===== config.mk =====
export PLATFORM = sky130hd
export DESIGN_NAME = nfh_host
export DESIGN_NICKNAME = d
export VERILOG_FILES = /design/src/core/nfh_buf2.v /design/src/core/nfh_host.v
export VERILOG_INCLUDE_DIRS = /design/src /design/src/core
export SDC_FILE = /design/constraint.sdc
export NUM_CORES = 1
export LEC_CHECK = 0
export BUFFER_PORTS_ARGS = -buffer_cell sky130_fd_sc_hd__buf_2
export CORE_MARGIN = 2
export CORE_UTILIZATION = 44
export DETAILED_ROUTE_END_ITERATION = 10
export GPL_TIMING_DRIVEN = 0
export PLACE_DENSITY_LB_ADDON = 0.25
export SLEW_MARGIN = 20
export SYNTH_ARGS = -nofsm -noshare
export SYNTH_HDL_FRONTEND = slang
export SYNTH_SLANG_ARGS = --single-unit

===== constraint.sdc =====
create_clock -name I_SYS_CLK -period 3.3 [get_ports I_SYS_CLK]
set_input_delay 0.66 -clock I_SYS_CLK [delete_from_list [all_inputs] [get_ports I_SYS_CLK]]
set_output_delay 0.66 -clock I_SYS_CLK [all_outputs]
set_load 0.05 [all_outputs]

===== src/core/nfh_defs.vh =====
/*
  constants for the nand flash host sequencer: command codes, cycle counts.
  assumes a 125 MHz system clock (8 ns period).
*/
`ifndef NFH_DEFS_VH
`define NFH_DEFS_VH

`define NFH_CLK_NS            8
// command codes
`define NFH_CMD_READ1         8'h00
`define NFH_CMD_READ2         8'h30
`define NFH_CMD_CACHE_RD      8'h31
`define NFH_CMD_CACHE_RD_END  8'h3F
`define NFH_CMD_COPY          8'h3A
`define NFH_CMD_PROG1         8'h80
`define NFH_CMD_PROG2         8'h10
`define NFH_CMD_CACHE_PROG    8'h15
`define NFH_CMD_PROG_CONT     8'h11
`define NFH_CMD_ERASE1        8'h60
`define NFH_CMD_ERASE2        8'hD0
`define NFH_CMD_STATUS        8'h70
`define NFH_CMD_RESET         8'hFF
// op kinds on the user port
`define NFH_OP_CMD            3'h0
`define NFH_OP_ADDR           3'h1
`define NFH_OP_WDATA          3'h2
`define NFH_OP_RDATA          3'h3
`define NFH_OP_WAIT           3'h4
// wait classes, select the timeout limit
`define NFH_WC_FETCH          3'h0
`define NFH_WC_CACHE_RD       3'h1
`define NFH_WC_COPY           3'h2
`define NFH_WC_RESET          3'h3
`define NFH_WC_CPROG_SHORT    3'h4
`define NFH_WC_CPROG_LONG     3'h5
`define NFH_WC_PROG_LAST      3'h6
// times in ns
`define NFH_ADDR_DATA_GAP_NS  80
`define NFH_READY_GAP_NS      20
`define NFH_HOLD_RISE_NS      30
`define NFH_STROBE_LOW_NS     20
`define NFH_STROBE_HIGH_NS    12
// times in us
`define NFH_FETCH_US          250
`define NFH_CACHE_RD_US       250
`define NFH_COPY_US           260
`define NFH_RESET_US          500
`define NFH_CPROG_SHORT_US    10
`define NFH_CPROG_LONG_US     10000
`define NFH_PROG_MAX_US       6000
// cycle counts, least times rounded up
`define NFH_CYC_MIN(ns)       (((ns) + `NFH_CLK_NS - 1) / `NFH_CLK_NS)
`define NFH_CYC_US(us)        (((us) * 1000) / `NFH_CLK_NS)
// the same counts sized to their counters, except the last-program limit at twice NFH_PROG_MAX_US, so nothing is cut silently
`define NFH_CYC_LOW           4'h3
`define NFH_CYC_HIGH          4'h2
`define NFH_CYC_HOLD          4'h4
`define NFH_CYC_AGAP          4'hA
`define NFH_CYC_RGAP          4'h3
`define NFH_TO_FETCH          24'h007A12
`define NFH_TO_CACHE_RD       24'h007A12
`define NFH_TO_COPY           24'h007EF4
`define NFH_TO_RESET          24'h00F424
`define NFH_TO_CPROG_SHORT    24'h0004E2
`define NFH_TO_CPROG_LONG     24'h1312D0
`define NFH_TO_PROG_LAST      24'h16E360
`endif


===== src/core/nfh_buf2.v =====
/*
  two-entry buffer with valid/ready on both sides.
  assumes one clock, asynchronous active-high reset.
*/
module nfh_buf2 (
  input  wire       i_clk,
  input  wire       i_rst,
  input  wire       i_valid,
  output wire       o_ready,
  input  wire [7:0] i_data,
  output wire       o_valid,
  input  wire       i_ready,
  output wire [7:0] o_data
);
  reg [7:0] mem [0:1];
  reg       wr_ptr;
  reg       rd_ptr;
  reg [1:0] count;
  wire      push;
  wire      pop;

  assign o_ready = (count != 2'h2);
  assign o_valid = (count != 2'h0);
  assign o_data  = mem[rd_ptr];
  assign push    = i_valid & o_ready;
  assign pop     = o_valid & i_ready;

  always @(posedge i_clk or posedge i_rst) begin
    if (i_rst) begin
      wr_ptr <= 1'b0;
      rd_ptr <= 1'b0;
      count  <= 2'h0;
      mem[0] <= 8'h00;
      mem[1] <= 8'h00;
    end else begin
      if (push) begin
        mem[wr_ptr] <= i_data;
        wr_ptr      <= ~wr_ptr;
      end
      if (pop)
        rd_ptr <= ~rd_ptr;
      if (push & ~pop)
        count <= count + 2'h1;
      else if (pop & ~push)
        count <= count - 2'h1;
    end
  end
endmodule


===== src/core/nfh_host.v =====
/*
  host-side nand flash sequencer: drives command, address, write and read
  cycles on the flash pins and waits out busy periods with timeouts.
  assumes flash pins are synchronous to I_SYS_CLK; the bus pad and the
  ready/busy pull-up are outside.
*/
`include "nfh_defs.vh"
module nfh_host (
  input  wire       I_SYS_CLK,
  input  wire       I_SYS_RST,
  input  wire       i_op_valid,
  output wire       o_op_ready,
  input  wire [2:0] i_op_kind,
  input  wire [7:0] i_op_data,
  output wire       o_rd_valid,
  input  wire       i_rd_ready,
  output wire [7:0] o_rd_data,
  output reg        o_done,
  output reg        o_timeout,
  output reg        O_CE_N,
  output reg        O_CLE,
  output reg        O_ALE,
  output reg        O_WRITE_STROBE_N,
  output reg        O_OUTPUT_STROBE_N,
  output reg  [7:0] O_IO_OUT,
  output reg        O_IO_OE,
  input  wire [7:0] I_IO_IN,
  input  wire       I_READY_BUSY_N
);
  localparam [2:0] ST_IDLE  = 3'h0;
  localparam [2:0] ST_WLOW  = 3'h1;
  localparam [2:0] ST_WHIGH = 3'h2;
  localparam [2:0] ST_RLOW  = 3'h3;
  localparam [2:0] ST_RHIGH = 3'h4;
  localparam [2:0] ST_BUSY  = 3'h5;
  localparam [2:0] ST_GAP   = 3'h6;

  localparam [3:0] CYC_LOW   = `NFH_CYC_LOW;
  localparam [3:0] CYC_HIGH  = `NFH_CYC_HIGH;
  localparam [3:0] CYC_HOLD  = `NFH_CYC_HOLD;
  localparam [3:0] CYC_AGAP  = `NFH_CYC_AGAP;
  localparam [3:0] CYC_RGAP  = `NFH_CYC_RGAP;
  // timeout limits, parameters so simulation can shorten them
  parameter [23:0] TO_FETCH   = `NFH_TO_FETCH;
  parameter [23:0] TO_CACHERD = `NFH_TO_CACHE_RD;
  parameter [23:0] TO_COPY    = `NFH_TO_COPY;
  parameter [23:0] TO_RESET   = `NFH_TO_RESET;
  parameter [23:0] TO_CPSHORT = `NFH_TO_CPROG_SHORT;
  parameter [23:0] TO_CPLONG  = `NFH_TO_CPROG_LONG;
  parameter [23:0] TO_PLAST   = `NFH_TO_PROG_LAST;

  reg  [2:0]  state;
  reg  [3:0]  tcnt;
  reg  [23:0] bcnt;
  reg  [23:0] limit;
  reg         last_addr;
  reg         rd_push;
  reg  [7:0]  rd_byte;
  wire        buf_ready;
  wire        take;

  // reads stall while the buffer is full, so no byte is lost
  assign o_op_ready = (state == ST_IDLE) &
                      ((i_op_kind != `NFH_OP_RDATA) | buf_ready);
  assign take = i_op_valid & o_op_ready;

  nfh_buf2 u_buf (
    .i_clk   (I_SYS_CLK),
    .i_rst   (I_SYS_RST),
    .i_valid (rd_push),
    .o_ready (buf_ready),
    .i_data  (rd_byte),
    .o_valid (o_rd_valid),
    .i_ready (i_rd_ready),
    .o_data  (o_rd_data)
  );

  always @* begin
    case (i_op_data[2:0])
      `NFH_WC_FETCH:       limit = TO_FETCH;
      `NFH_WC_CACHE_RD:    limit = TO_CACHERD;
      `NFH_WC_COPY:        limit = TO_COPY;
      `NFH_WC_RESET:       limit = TO_RESET;
      `NFH_WC_CPROG_SHORT: limit = TO_CPSHORT;
      `NFH_WC_CPROG_LONG:  limit = TO_CPLONG;
      `NFH_WC_PROG_LAST:   limit = TO_PLAST;
      default:             limit = TO_CPLONG;
    endcase
  end

  always @(posedge I_SYS_CLK or posedge I_SYS_RST) begin
    if (I_SYS_RST) begin
      state             <= ST_IDLE;
      tcnt              <= 4'h0;
      bcnt              <= 24'h000000;
      last_addr         <= 1'b0;
      rd_push           <= 1'b0;
      rd_byte           <= 8'h00;
      o_done            <= 1'b0;
      o_timeout         <= 1'b0;
      O_CE_N            <= 1'b1;
      O_CLE             <= 1'b0;
      O_ALE             <= 1'b0;
      O_WRITE_STROBE_N  <= 1'b1;
      O_OUTPUT_STROBE_N <= 1'b1;
      O_IO_OUT          <= 8'h00;
      O_IO_OE           <= 1'b0;
    end else begin
      rd_push <= 1'b0;
      o_done  <= 1'b0;
      case (state)
        ST_IDLE: begin
          tcnt <= 4'h0;
          if (take) begin
            O_CE_N <= 1'b0;
            case (i_op_kind)
              `NFH_OP_CMD, `NFH_OP_ADDR: begin
                O_CLE            <= (i_op_kind == `NFH_OP_CMD);
                O_ALE            <= (i_op_kind == `NFH_OP_ADDR);
                O_IO_OUT         <= i_op_data;
                O_IO_OE          <= 1'b1;
                O_WRITE_STROBE_N <= 1'b0;
                last_addr        <= (i_op_kind == `NFH_OP_ADDR);
                state            <= ST_WLOW;
              end
              `NFH_OP_WDATA: begin
                O_CLE    <= 1'b0;
                O_ALE    <= 1'b0;
                O_IO_OUT <= i_op_data;
                O_IO_OE  <= 1'b1;
                if (last_addr) begin
                  tcnt  <= CYC_AGAP;
                  state <= ST_GAP;
                end else begin
                  O_WRITE_STROBE_N <= 1'b0;
                  state            <= ST_WLOW;
                end
                last_addr <= 1'b0;
              end
              `NFH_OP_RDATA: begin
                O_CLE             <= 1'b0;
                O_ALE             <= 1'b0;
                O_IO_OE           <= 1'b0;
                O_OUTPUT_STROBE_N <= 1'b0;
                last_addr         <= 1'b0;
                state             <= ST_RLOW;
              end
              `NFH_OP_WAIT: begin
                O_CLE     <= 1'b0;
                O_ALE     <= 1'b0;
                O_IO_OE   <= 1'b0;
                bcnt      <= limit;
                o_timeout <= 1'b0;
                last_addr <= 1'b0;
                state     <= ST_BUSY;
              end
              default: begin
                o_done <= 1'b1;
              end
            endcase
          end
        end
        ST_WLOW: begin
          tcnt <= tcnt + 4'h1;
          if (tcnt + 4'h1 >= CYC_LOW) begin
            O_WRITE_STROBE_N <= 1'b1;
            tcnt             <= 4'h0;
            state            <= ST_WHIGH;
          end
        end
        ST_WHIGH: begin
          tcnt <= tcnt + 4'h1;
          if (tcnt + 4'h1 >= CYC_HIGH) begin
            O_CLE  <= 1'b0;
            O_ALE  <= 1'b0;
            o_done <= 1'b1;
            state  <= ST_IDLE;
          end
        end
        ST_RLOW: begin
          tcnt <= tcnt + 4'h1;
          if (tcnt + 4'h1 >= CYC_LOW) begin
            // sample at strobe end, past the 20 ns access time
            rd_byte           <= I_IO_IN;
            rd_push           <= 1'b1;
            O_OUTPUT_STROBE_N <= 1'b1;
            tcnt              <= 4'h0;
            state             <= ST_RHIGH;
          end
        end
        ST_RHIGH: begin
          tcnt <= tcnt + 4'h1;
          // long high time, device lets go
          if (tcnt + 4'h1 >= CYC_HOLD) begin
            o_done <= 1'b1;
            state  <= ST_IDLE;
          end
        end
        ST_BUSY: begin
          // busy low until ready or timeout
          if (bcnt != 24'h000000)
            bcnt <= bcnt - 24'h000001;
          if (tcnt < 4'h2) begin
            // skip the strobe-to-busy window before sampling
            tcnt <= tcnt + 4'h1;
          end else if (I_READY_BUSY_N) begin
            tcnt  <= CYC_RGAP;
            state <= ST_GAP;
          end else if (bcnt == 24'h000000) begin
            o_timeout <= 1'b1;
            o_done    <= 1'b1;
            state     <= ST_IDLE;
          end
        end
        ST_GAP: begin
          if (tcnt > 4'h1) begin
            tcnt <= tcnt - 4'h1;
          end else if (O_IO_OE & ~O_CLE & ~O_ALE) begin
            O_WRITE_STROBE_N <= 1'b0;
            tcnt             <= 4'h0;
            state            <= ST_WLOW;
          end else begin
            o_done <= 1'b1;
            state  <= ST_IDLE;
          end
        end
        default: state <= ST_IDLE;
      endcase
    end
  end
endmodule


* After elaboration in Yosys (flattened, before gate mapping)
Index checks and enable logic that the tools add are counted.
Word-level totals: flip-flop bits (word level) 77, output and inout port bits 26, input bits 24, word-level logic and storage cells 193
Cells by class: bitwise logic cells 17, reductions and logical operators 35, $lt $le $gt $ge 8, $add $sub $neg 5, muxes and demuxes 71, equality and inequality tests 37
Operator list (count):
- one-hot mux 21 bit (5 select lines) | 1
- two-way mux 24 bit | 3
- one-hot mux 24 bit (2 select lines) | 1
- two-way mux 4 bit | 8
- two-way mux 8 bit | 4
- two-way mux 3 bit | 10
- two-way mux 1 bit | 27
- zero test 24 bit | 1
- inequality test 2 bit, second input constant | 12
- nonzero test 24 bit | 1
- subtractor 24 x 1 -> 24 bit, second input constant | 1
- one-hot mux 3 bit (7 select lines) | 1
- one-hot mux 4 bit (5 select lines) | 1
- equality test 3 x 2 -> 1 bit, second input constant | 6
- equality test 3 bit, second input constant | 6
- bitwise mux 16 bit | 1
- one-hot mux 1 bit (2 select lines) | 8
- nonzero test 2 bit | 7
- inequality test 3 bit, second input constant | 4
- one-hot mux 3 bit (4 select lines) | 1
- AND reduction 3 bit | 4
- AND reduction 4 bit | 3
- OR reduction 2 bit | 5
- equality test 3 x 1 -> 1 bit, second input constant | 3
- 32 further kinds | 54

* Depth between registers and ports, before layout
Gate-level depths: netlist of the first run.
depth after elaboration 6, mapped depth 8, mapped depth without buffers 7

* Modules after synthesis
Synthesis of the first run repeated with hierarchy kept, for this count alone.
Second synthesis, totals: cells, all modules 454, area, all modules 4470.5 um^2
Modules (own cells, without submodules):
- nfh_host | area each 3535.9 um^2, sequential area each 1430.1 um^2, times used 1, cells an instance 394
- nfh_buf2 | area each 934.6 um^2, sequential area each 500.5 um^2, times used 1, cells an instance 60

* Worst setup path after synthesis of the first run
Ideal clock, no wire load.
path kind reg-to-reg, from reg tcnt[0], to reg state[0], stages on the path, launching flop included 8, library setup time 0.128 ns, required time 3.172 ns, data arrival time 2.126 ns, buffers on the path 0, setup slack 1.046 ns, period minus slack after synthesis 2.254 ns, cells stage by stage dfrtp_1 > inv_1 > ha_1 > or4b_1 > a21oi_1 > a211oi_1 > o311ai_1 > mux2_1
On the way: longest elaborated chain between the ends 4, elaborated cells between the ends (all ways) 13, those cells by class add/sub: 1; order compare: 5; eq/ne: 6; reduce/logical: 1
Ends and longest elaborated chain:
- start, declared | line nfh_host.v:53 | reg [3:0] tcnt;
- start signal, assigned | line nfh_host.v:164 | tcnt <= tcnt + 4'h1;
- start signal, assigned | line nfh_host.v:172 | tcnt <= tcnt + 4'h1;
- start signal, assigned | line nfh_host.v:181 | tcnt <= tcnt + 4'h1;
- adder 4 x 1 -> 4 bit
- >= comparator 4 x 3 -> 1 bit, or another cell as far along | line nfh_host.v:194 | if (tcnt + 4'h1 >= CYC_HOLD) begin
- inequality test 2 bit (no line)
- AND reduction 9 bit (no line) *
- end signal, assigned | line nfh_host.v:168 | state <= ST_WHIGH;
- end signal, assigned | line nfh_host.v:177 | state <= ST_IDLE;
- end signal, assigned | line nfh_host.v:196 | state <= ST_IDLE;
- end, declared | line nfh_host.v:52 | reg [2:0] state;
Every way passes the cells marked *; elsewhere a longest branch is shown, timed or not. A chain may end at the register's enable or synchronous reset.

* Worst setup path in the final report of the first run
Same ends and word-level chain as after synthesis.

==> results.py, run 1 <==
metrics = {
    "clock_network": {
        "numCtsBuffers": 9,
        "clk_latency_ps": 360,
        "cts_hold_buf": 0,
        "ctsLongestPathBuffers": 2,
        "post_cts_resized": 0,
        "cts_tree": "yes",
        "clockRootBuffer": "clkbuf_8",
        "cts_setup_buffers": 0,
        "path_clk_slew_ps": 80,
        "clock-sinks": 77,
        "h-tree-depth": 3,
    },
    "global_route": {
        "grt_use_total_pct": 21.3,
        "grt_max_degree": 42,
        "grt_pass1_wl_mm": 18.8,
        "overflow": 0,
        "grt_pass1_vias": 3822,
        "grt_antenna_before_repair": 0,
    },
    "synth": {
        "synth_flop_cell": "dfrtp_1",
        "synth_warnings": 0,
        "synthDominantCellAreaShare_pct": 40.9,
        "avgSynthCellArea_um2": 9.95,
        "ys_ff_latch": 77,
        "yosysUniqueCellTypes": 77,
        "synth_area_mm2": 0.00453,
        "synth_area_leaders": "dfrtp_1, mux2_2, a21oi_1",
        "ys_seq_area_share_pct": 42.6,
        "async_flop_share_pct": 100,
        "synthesis.nets": 486,
        "synth_edf_count": 0,
        "synth_top_area_cell": "dfrtp_1",
        "synthCells": 455,
    },
    "status": {
        "status": "finished clean",
    },
    "layout": {
        "synthToLayoutAreaGrowth_pct": 14.4,
        "antenna-diode-count": 0,
        "layout_common_cells": "dfrtp_1, buf_2, nor2_1",
        "fin_util_pct": 51.1,
        "drive_gt1_share_pct": 24.8,
        "final_net_count": 546,
        "fill_cells": 961,
        "final_cells": 656,
        "layout_commonest_cell": "dfrtp_1",
    },
    "worst_setup_path": {
        "cp_max_fo": 9,
        "critPathRequiredTime_ps": 3520,
        "cp-start-kind": "flop",
        "critical_path_arrival_ps": 2890,
        "worstSetupPathType": "flop to flop",
        "critPathSlowestCell": "dfrtp_1",
        "worstSetupEndpointType": "flop",
        "crit_chain": "inv_1 > ha_1 > or2_2 > clkbuf_1 > a21boi_0 > a211oi_1 > o311ai_1 > mux2_1",
        "max_stage_delay_ps": 520,
    },
    "floorplan": {
        "num_rows": 37,
        "die_height_um": 105,
        "start_util_pct": 44.7,
        "ios": 50,
        "die_width_um": 105,
        "die-area_mm2": 0.0111,
        "core-area_mm2": 0.0101,
    },
    "timing": {
        "final_hold_viol_count": 0,
        "period_minus_slack_ps": 2660,
        "skew_ps": 15.9,
        "rsz0062_at_grt": "no",
        "worst_pin_slew_ps": 799,
        "slew-limit-headroom_pct": 45.9,
        "setup_violations": 0,
        "period_share_pct": 80.8,
        "drv_slew": 0,
        "timing.fmax_mhz": 375,
        "holdWs_ps": 333,
    },
    "detailed_routing": {
        "drtIter0Drc": 330,
        "drtPass1Iterations": 5,
        "postRouteAntennaNets": 0,
        "wl_per_cell_um": 16.8,
        "viasPerCell": 5.95,
        "drc": 0,
        "via_count": 3906,
        "wl_mm": 11.0,
    },
    "power": {
        "p_per_area_mw_per_mm2": 1000,
        "ir_worst_vdd_uv": 602,
        "p_leak_nw": 2.29,
        "total_power_mw": 5.19,
    },
    "placement": {
        "placed_cells": 640,
        "gp_congestion": 0.908,
        "dpl.hpwl_mm": 7.92,
        "port-buffer-count": 48,
    },
    "hold_path": {
        "hold_path.class": "input pin to asynchronous set/reset pin",
    },
    "flow_run": {
        "drv_cap": 0,
    },
}
## through the flow
step           setup WS, ps  TNS, ps  cell area [um^2]
3_3_place_gp           -224   -16270              4940
2_1_floorplan           678        0              4530
5_1_grt                 476        0              5180
4_1_cts                 691        0              5180
6_report                635        0              5180
3_5_place_dp            719        0              4960
## final timing paths
path,end,from,cells after the start,slack (ps)
max reg2reg,state[0],tcnt[0],8,640
max in group asynchronous,O_WRITE_STROBE_N,I_SYS_RST,3,2320
min,bcnt[8],I_SYS_RST,2,330
max,state[0],tcnt[0],8,640
min in group I_SYS_CLK,O_OUTPUT_STROBE_N,O_OUTPUT_STROBE_N,2,490
min reg2reg,O_OUTPUT_STROBE_N,O_OUTPUT_STROBE_N,2,490
## synth_stat cells (8+ instances only)
library cell   n
a21oi_1       34
a31oi_1       11
clkbuf_1      13
dfrtp_1       74
inv_1         15
mux2_1         8
mux2_2        32
nand2_1       20
nand3_1       10
nor2_1        37
nor3_1        13
o21ai_0       12
o21ai_1       10
o22a_1         8
o31ai_1       18
## power breakdown
group	leakage, nW	internal [mW]	switching, mW	total (mW)
clock network	0.107	0.446	0.343	0.789
registers	0.962	1.37	0.345	1.72
logic	1.22	0.990	1.69	2.68
## layout make-up
class	count	area [um^2]	area share, %
Buffer	25	114	2.20
Clock buffer	12	145	2.80
Clock inverter	4	72.6	1.40
Inverter	15	58.8	1.14
Multi-Input combinational cell	338	2430	46.9
Sequential cell	77	1930	37.3
Tap cell	136	170	3.29
Timing Repair Buffer	49	260	5.03
## flip-flops by register name, indices dropped and copies added, names as in the netlist, 2 cells and up
register     count
O_IO_OUT         8
bcnt            24
rd_byte          8
state            3
tcnt             4
u_buf.count      2
u_buf.mem       16
## critical path, delay by kind of cell, from the launching register on
family | cells | cell delay [ps]
AOI/OAI and AO/OA | 3 | 740
DFF | 1 | 520
muxes | 1 | 370
buffers and inverters | 2 | 350
and+or+nand+nor | 1 | 290
adders and majority gates | 1 | 260
## layer usage
metal / GRT usage [%] / share of wire (%) / vias to the layer above
met3: 3.40 / 6.0 / 14
met2: 32.0 / 46 / 150
met5: 0 / 0 / -
met1: 30.2 / 46 / 1897
li1: - / - / 1845
met4: 9.52 / 1.9 / 0
## kinds of logic after synthesis
kind of cell             Yosys count  share of synthesized area (%)
buffers and inverters             40                           3.76
multiplexers                      41                           10.2
XOR/XNOR                           8                           1.55
AO/OA/AOI/OAI                    138                           21.1
adder cells (fa/ha/maj)            7                           1.93
flip-flops                        77                           42.6
AND/OR/NAND/NOR                  144                           18.8
Power figures use the tool's default switching activity.
==> inputs of run 2 (changes only) <==
Clock period 3.3 ns to 2.2 ns, I/O delays scaled along.
==> results.py, run 2 (synthesized netlist as in run 1, its figures left out) <==
metrics = {
    "status": {
        "status": "finished clean",
    },
    "power": {
        "p_seq_share_pct": 31.6,
        "netSwitchingFraction_pct": 45.7,
        "total_power_mw": 8.33,
        "clkPwrFrac_pct": 14.2,
        "p_comb_share_pct": 54.2,
        "p_int_mw": 4.53,
        "power_switching_mw": 3.80,
        "ir_worst_vdd_uv": 1070,
        "p_per_area_mw_per_mm2": 1510,
        "p_leak_nw": 2.42,
    },
    "layout": {
        "largest-register": "bcnt",
        "synthToLayoutAreaGrowth_pct": 22.2,
        "layout_commonest_cell": "dfrtp_1",
        "drive_gt1_share_pct": 33.7,
        "stdcell_area_mm2": 0.00553,
        "fin_util_pct": 54.6,
        "largest_register_ffs": 24,
        "antenna-diode-count": 0,
        "top_regs": "bcnt x24, u_buf.mem x16",
        "final_cells": 673,
        "final_net_count": 563,
        "layout_common_cells": "dfrtp_1, buf_2, nor2_1",
    },
    "placement": {
        "gp_congestion": 0.893,
        "port-buffer-count": 48,
        "dpl.hpwl_mm": 8.19,
        "placed_cells": 641,
        "placed_cell_area_mm2": 0.00500,
        "pre_cts_slack_ps": -299,
    },
    "global_route": {
        "grt_use_total_pct": 21.5,
        "grt_max_degree": 36,
        "grt_pass1_wl_mm": 19.1,
        "grt_pass1_vias": 3890,
        "grt_antenna_before_repair": 0,
        "overflow": 0,
    },
    "worst_setup_path": {
        "max_stage_delay_ps": 530,
        "crit_chain": "inv_4 > ha_4 > or4b_4 > a21oi_2 > a211oi_2 > o311ai_2 > mux2_4",
        "r2r_end": "state[0]",
        "cp-start-kind": "flop",
        "worstSetupPathType": "flop to flop",
        "worstRegToRegCells": 7,
        "startpoint": "tcnt[0]",
        "critPathRequiredTime_ps": 2440,
        "crit_path_end": "state[0]",
        "reg2reg_slack_ps": 20,
        "critPathSlowestCell": "or4b_4",
        "r2r-start": "tcnt[0]",
        "critical_path_arrival_ps": 2420,
        "worstSetupEndpointType": "flop",
        "cp_max_fo": 7,
    },
    "timing": {
        "timing.fmax_mhz": 459,
        "period_minus_slack_ps": 2180,
        "final_hold_viol_count": 0,
        "rsz0062_at_grt": "yes",
        "holdWs_ps": 110,
        "drv_slew": 0,
        "worst_slack_ps": 21.7,
        "setup_violations": 0,
        "period_share_pct": 99.0,
        "slew-limit-headroom_pct": 49.2,
        "tns_ps": 0,
        "worst_pin_slew_ps": 759,
        "skew_ps": 11.5,
    },
    "clock_network": {
        "clk_latency_ps": 360,
        "cts_tree": "yes",
        "numCtsBuffers": 9,
        "clockRootBuffer": "clkbuf_8",
        "path_clk_slew_ps": 80,
        "h-tree-depth": 3,
        "ctsLongestPathBuffers": 2,
        "clock-sinks": 77,
        "cts_hold_buf": 0,
    },
    "detailed_routing": {
        "wl_mm": 11.7,
        "wl_per_cell_um": 17.4,
        "drtIter0Drc": 336,
        "drtPass1Iterations": 5,
        "via_count": 3968,
        "postRouteAntennaNets": 0,
        "drc": 0,
        "viasPerCell": 5.90,
    },
    "hold_path": {
        "hold_path.class": "input pin to asynchronous set/reset pin",
    },
    "floorplan": {
        "start_util_pct": 44.7,
        "die-area_mm2": 0.0111,
        "die_width_um": 105,
        "die_height_um": 105,
        "num_rows": 37,
        "core-area_mm2": 0.0101,
        "ios": 50,
    },
    "flow_run": {
        "drv_cap": 0,
    },
}
==> run 2: cell types whose count changed in the layout (fill, tap and decap cells not counted), sizes merged <==
cell and change:
clkinv +1, clkdlybuf4s15 +1, buf +16, clkbuf -1
==> run 2: worst min path at each step <==
stage,startpoint,endpoint,cells past startpoint
6_report,I_SYS_RST,O_IO_OUT[0],2
5_1_grt,I_SYS_RST,bcnt[15],2
4_1_cts,I_SYS_RST,bcnt[9],2
2_1_floorplan,u_buf.count[1],u_buf.count[1],1
3_5_place_dp,O_IO_OUT[0],O_IO_OUT[0],2
3_3_place_gp,O_IO_OUT[0],O_IO_OUT[0],2
==> run 2: layer usage <==
layer | up-vias | GRT usage [%] | share of wire [%]
met3 | 23 | 3.96 | 6.0
li1 | 1879 | - | -
met2 | 145 | 33.0 | 46
met1 | 1921 | 29.7 | 46
met4 | 0 | 9.24 | 2.4
met5 | - | 0 | 0
==> run 2: power by group through the flow <==
stage / sequential [mW] / combinational, mW / clock, mW
2_1_floorplan: 2.90 / 2.78 / 0
3_3_place_gp: 2.56 / 3.98 / 0
3_5_place_dp: 2.60 / 4.04 / 0
4_1_cts: 2.62 / 4.23 / 1.21
5_1_grt: 2.72 / 4.85 / 1.26
6_report: 2.63 / 4.52 / 1.18
==> run 2: repair_timing <==
action,4_1_cts,5_1_grt
gates cloned,0,1
hold endpoints to repair,0,0
pin swaps,4,6
setup buffers,12,5
resized for setup,22,31
setup endpoints to repair,46,37
==> run 2: worst max-delay path: cells and delay by family, from the launching register on <==
family / cells / cell delay, ps
buffers and inverters: 1 / 100
multiplexers: 1 / 340
AND/OR/NAND/NOR: 1 / 530
adder cells (fa/ha/maj): 1 / 220
AO/OA/AOI/OAI: 3 / 390
flip-flops: 1 / 480
==> run 2: final cells by class <==
cell class	count	area, um^2
Fill cell	882	4610
Multi-Input combinational cell	338	2590
Sequential cell	77	1930
Timing Repair Buffer	68	423
Tap cell	136	170
Buffer	23	134
Clock buffer	11	131
Clock inverter	5	82.6
Inverter	15	65.1
==> inputs of run 3 (changes only) <==
Settings changed: CTS_CLUSTER_DIAMETER set to 60, RECOVER_POWER set to 25.
Clock period 2.2 ns to 2.6 ns, I/O delays scaled along.
==> results.py, run 3 (synthesized netlist as in run 1, its figures left out) <==
metrics = {
    "floorplan": {
        "num_rows": 37,
        "die-area_mm2": 0.0111,
        "core-area_mm2": 0.0101,
        "die_height_um": 105,
        "die_width_um": 105,
        "start_util_pct": 44.7,
        "ios": 50,
    },
    "worst_setup_path": {
        "cp_max_fo": 9,
        "cp-start-kind": "flop",
        "worstSetupPathType": "flop to flop",
        "critPathRequiredTime_ps": 2830,
        "worstSetupEndpointType": "flop",
        "critical_path_arrival_ps": 2690,
        "r2r-start": "tcnt[0]",
        "startpoint": "tcnt[0]",
    },
    "global_route": {
        "overflow": 0,
        "groute.layer.met2.usage_pct": 32.0,
        "grt_pass1_wl_mm": 18.8,
        "grt_max_degree": 42,
        "met3_usage_pct": 3.40,
        "grt_use_total_pct": 21.3,
        "grt_busiest_layer": "met2",
        "grt_antenna_before_repair": 0,
        "grt_pass1_vias": 3820,
        "grt_use_met1_pct": 30.2,
    },
    "timing": {
        "timing.fmax_mhz": 407,
        "period_share_pct": 94.6,
        "tns_ps": 0,
        "skew_ps": 15.3,
        "worst_slack_ps": 141,
        "final_hold_viol_count": 0,
        "period_minus_slack_ps": 2460,
        "worst_pin_slew_ps": 1740,
        "setup_violations": 0,
        "slew-limit-headroom_pct": -16.4,
        "drv_slew": 37,
        "rsz0062_at_grt": "no",
        "holdWs_ps": 369,
    },
    "placement": {
        "pre_cts_slack_ps": 19.2,
        "port-buffer-count": 48,
        "placed_cells": 640,
        "gp_congestion": 0.908,
        "dpl.hpwl_mm": 7.92,
    },
    "clock_network": {
        "ctsLongestPathBuffers": 2,
        "clockRootBuffer": "clkbuf_8",
        "numCtsBuffers": 9,
        "cts_tree": "yes",
        "clk_latency_ps": 360,
        "clock-sinks": 77,
        "path_clk_slew_ps": 80,
        "h-tree-depth": 3,
        "cts_hold_buf": 0,
    },
    "power": {
        "p_seq_share_pct": 33.1,
        "p_leak_nw": 2.30,
        "clkPwrFrac_pct": 15.2,
        "power_switching_mw": 3.02,
        "p_comb_share_pct": 51.7,
        "netSwitchingFraction_pct": 45.8,
        "p_int_mw": 3.57,
        "ir_worst_vdd_uv": 766,
        "p_per_area_mw_per_mm2": 1270,
    },
    "layout": {
        "largest_register_ffs": 24,
        "synthToLayoutAreaGrowth_pct": 14.8,
        "final_net_count": 548,
        "layout_common_cells": "dfrtp_1, buf_2, nor2_1",
        "drive_gt1_share_pct": 25.7,
        "layout_commonest_cell": "dfrtp_1",
        "largest-register": "bcnt",
        "final_cells": 658,
        "antenna-diode-count": 0,
        "fin_util_pct": 51.3,
        "top_regs": "bcnt x24, u_buf.mem x16",
    },
    "hold_path": {
        "min_from": "I_IO_IN[3]",
        "hold_path.class": "input pin to flop",
    },
    "flow_run": {
        "drv_cap": 1,
    },
    "detailed_routing": {
        "wl_mm": 11.1,
        "via_count": 3860,
        "drc": 0,
        "postRouteAntennaNets": 0,
        "wl_per_cell_um": 16.8,
        "viasPerCell": 5.87,
        "drtIter0Drc": 345,
        "drtPass1Iterations": 5,
    },
    "status": {
        "status": "finished with violations",
        "violations": "capacitance limit, slew limit",
    },
}
-- run 3: power groups by stage --
| stage | Clock [mW] | Sequential (mW) | Combinational (mW) |
|---|---|---|---|
| 6_report | 1.00 | 2.18 | 3.41 |
| 5_1_grt | 1.08 | 2.27 | 3.71 |
| 4_1_cts | 1.03 | 2.18 | 3.40 |
| 3_5_place_dp | 0 | 2.20 | 3.39 |
| 3_3_place_gp | 0 | 2.16 | 3.34 |
| 2_1_floorplan | 0 | 2.45 | 2.34 |
-- run 3: path summary, 6_finish.rpt --
| kind | end | slack (ps) | cells after the start |
|---|---|---|---|
| max in group asynchronous | O_WRITE_STROBE_N | 1110 | 3 |
| hold / removal | rd_byte[3] | 370 | 2 |
| hold reg to reg | O_OUTPUT_STROBE_N | 490 | 2 |
| min in group asynchronous | bcnt[8] | 580 | 2 |
| setup / recovery | state[0] | 140 | 7 |
| setup reg to reg | state[0] | 140 | 7 |
-- run 3: layout make-up --
cell class | instances | area (um^2)
Timing Repair Buffer | 51 | 275
Clock inverter | 4 | 72.6
Sequential cell | 77 | 1930
Buffer | 25 | 114
Clock buffer | 12 | 145
Inverter | 15 | 57.6
Multi-Input combinational cell | 338 | 2430
Tap cell | 136 | 170
Fill cell | 960 | 4940
-- run 3: layer usage --
| metal | share of wire [%] | vias up | routed length (um) |
|---|---|---|---|
| met3 | 5.7 | 14 | 636 |
| met1 | 46 | 1873 | 5110 |
| met5 | 0 | - | 0 |
| met2 | 46 | 128 | 5090 |
| met4 | 2.0 | 0 | 225 |
| li1 | - | 1845 | - |
-- run 3: critical path: stages, from the launching register on --
cell and delay [ps]:
dfrtp_2 450, inv_1 130, ha_1 380, or4b_1 530, a21oi_1 160, a211oi_1 120
o311ai_1 190, mux2_1 370
-- run 3: metrics by stage --
| step | cell area [um^2] | power (mW) |
|---|---|---|
| 2_1_floorplan | 4530 | 4.79 |
| 3_3_place_gp | 4940 | 5.50 |
| 5_1_grt | 5200 | 7.07 |
| 3_5_place_dp | 4960 | 5.59 |
| 6_report | 5200 | 6.59 |
| 4_1_cts | 5180 | 6.61 |
-- run 3: what timing repair did --
item / 4_1_cts / 5_1_grt
pin swaps: 0 / 1
hold endpoints to repair: 0 / 0
endpoints found under the setup margin: 1 / 22
resized for setup: 1 / 4
buffers inserted: 0 / 2
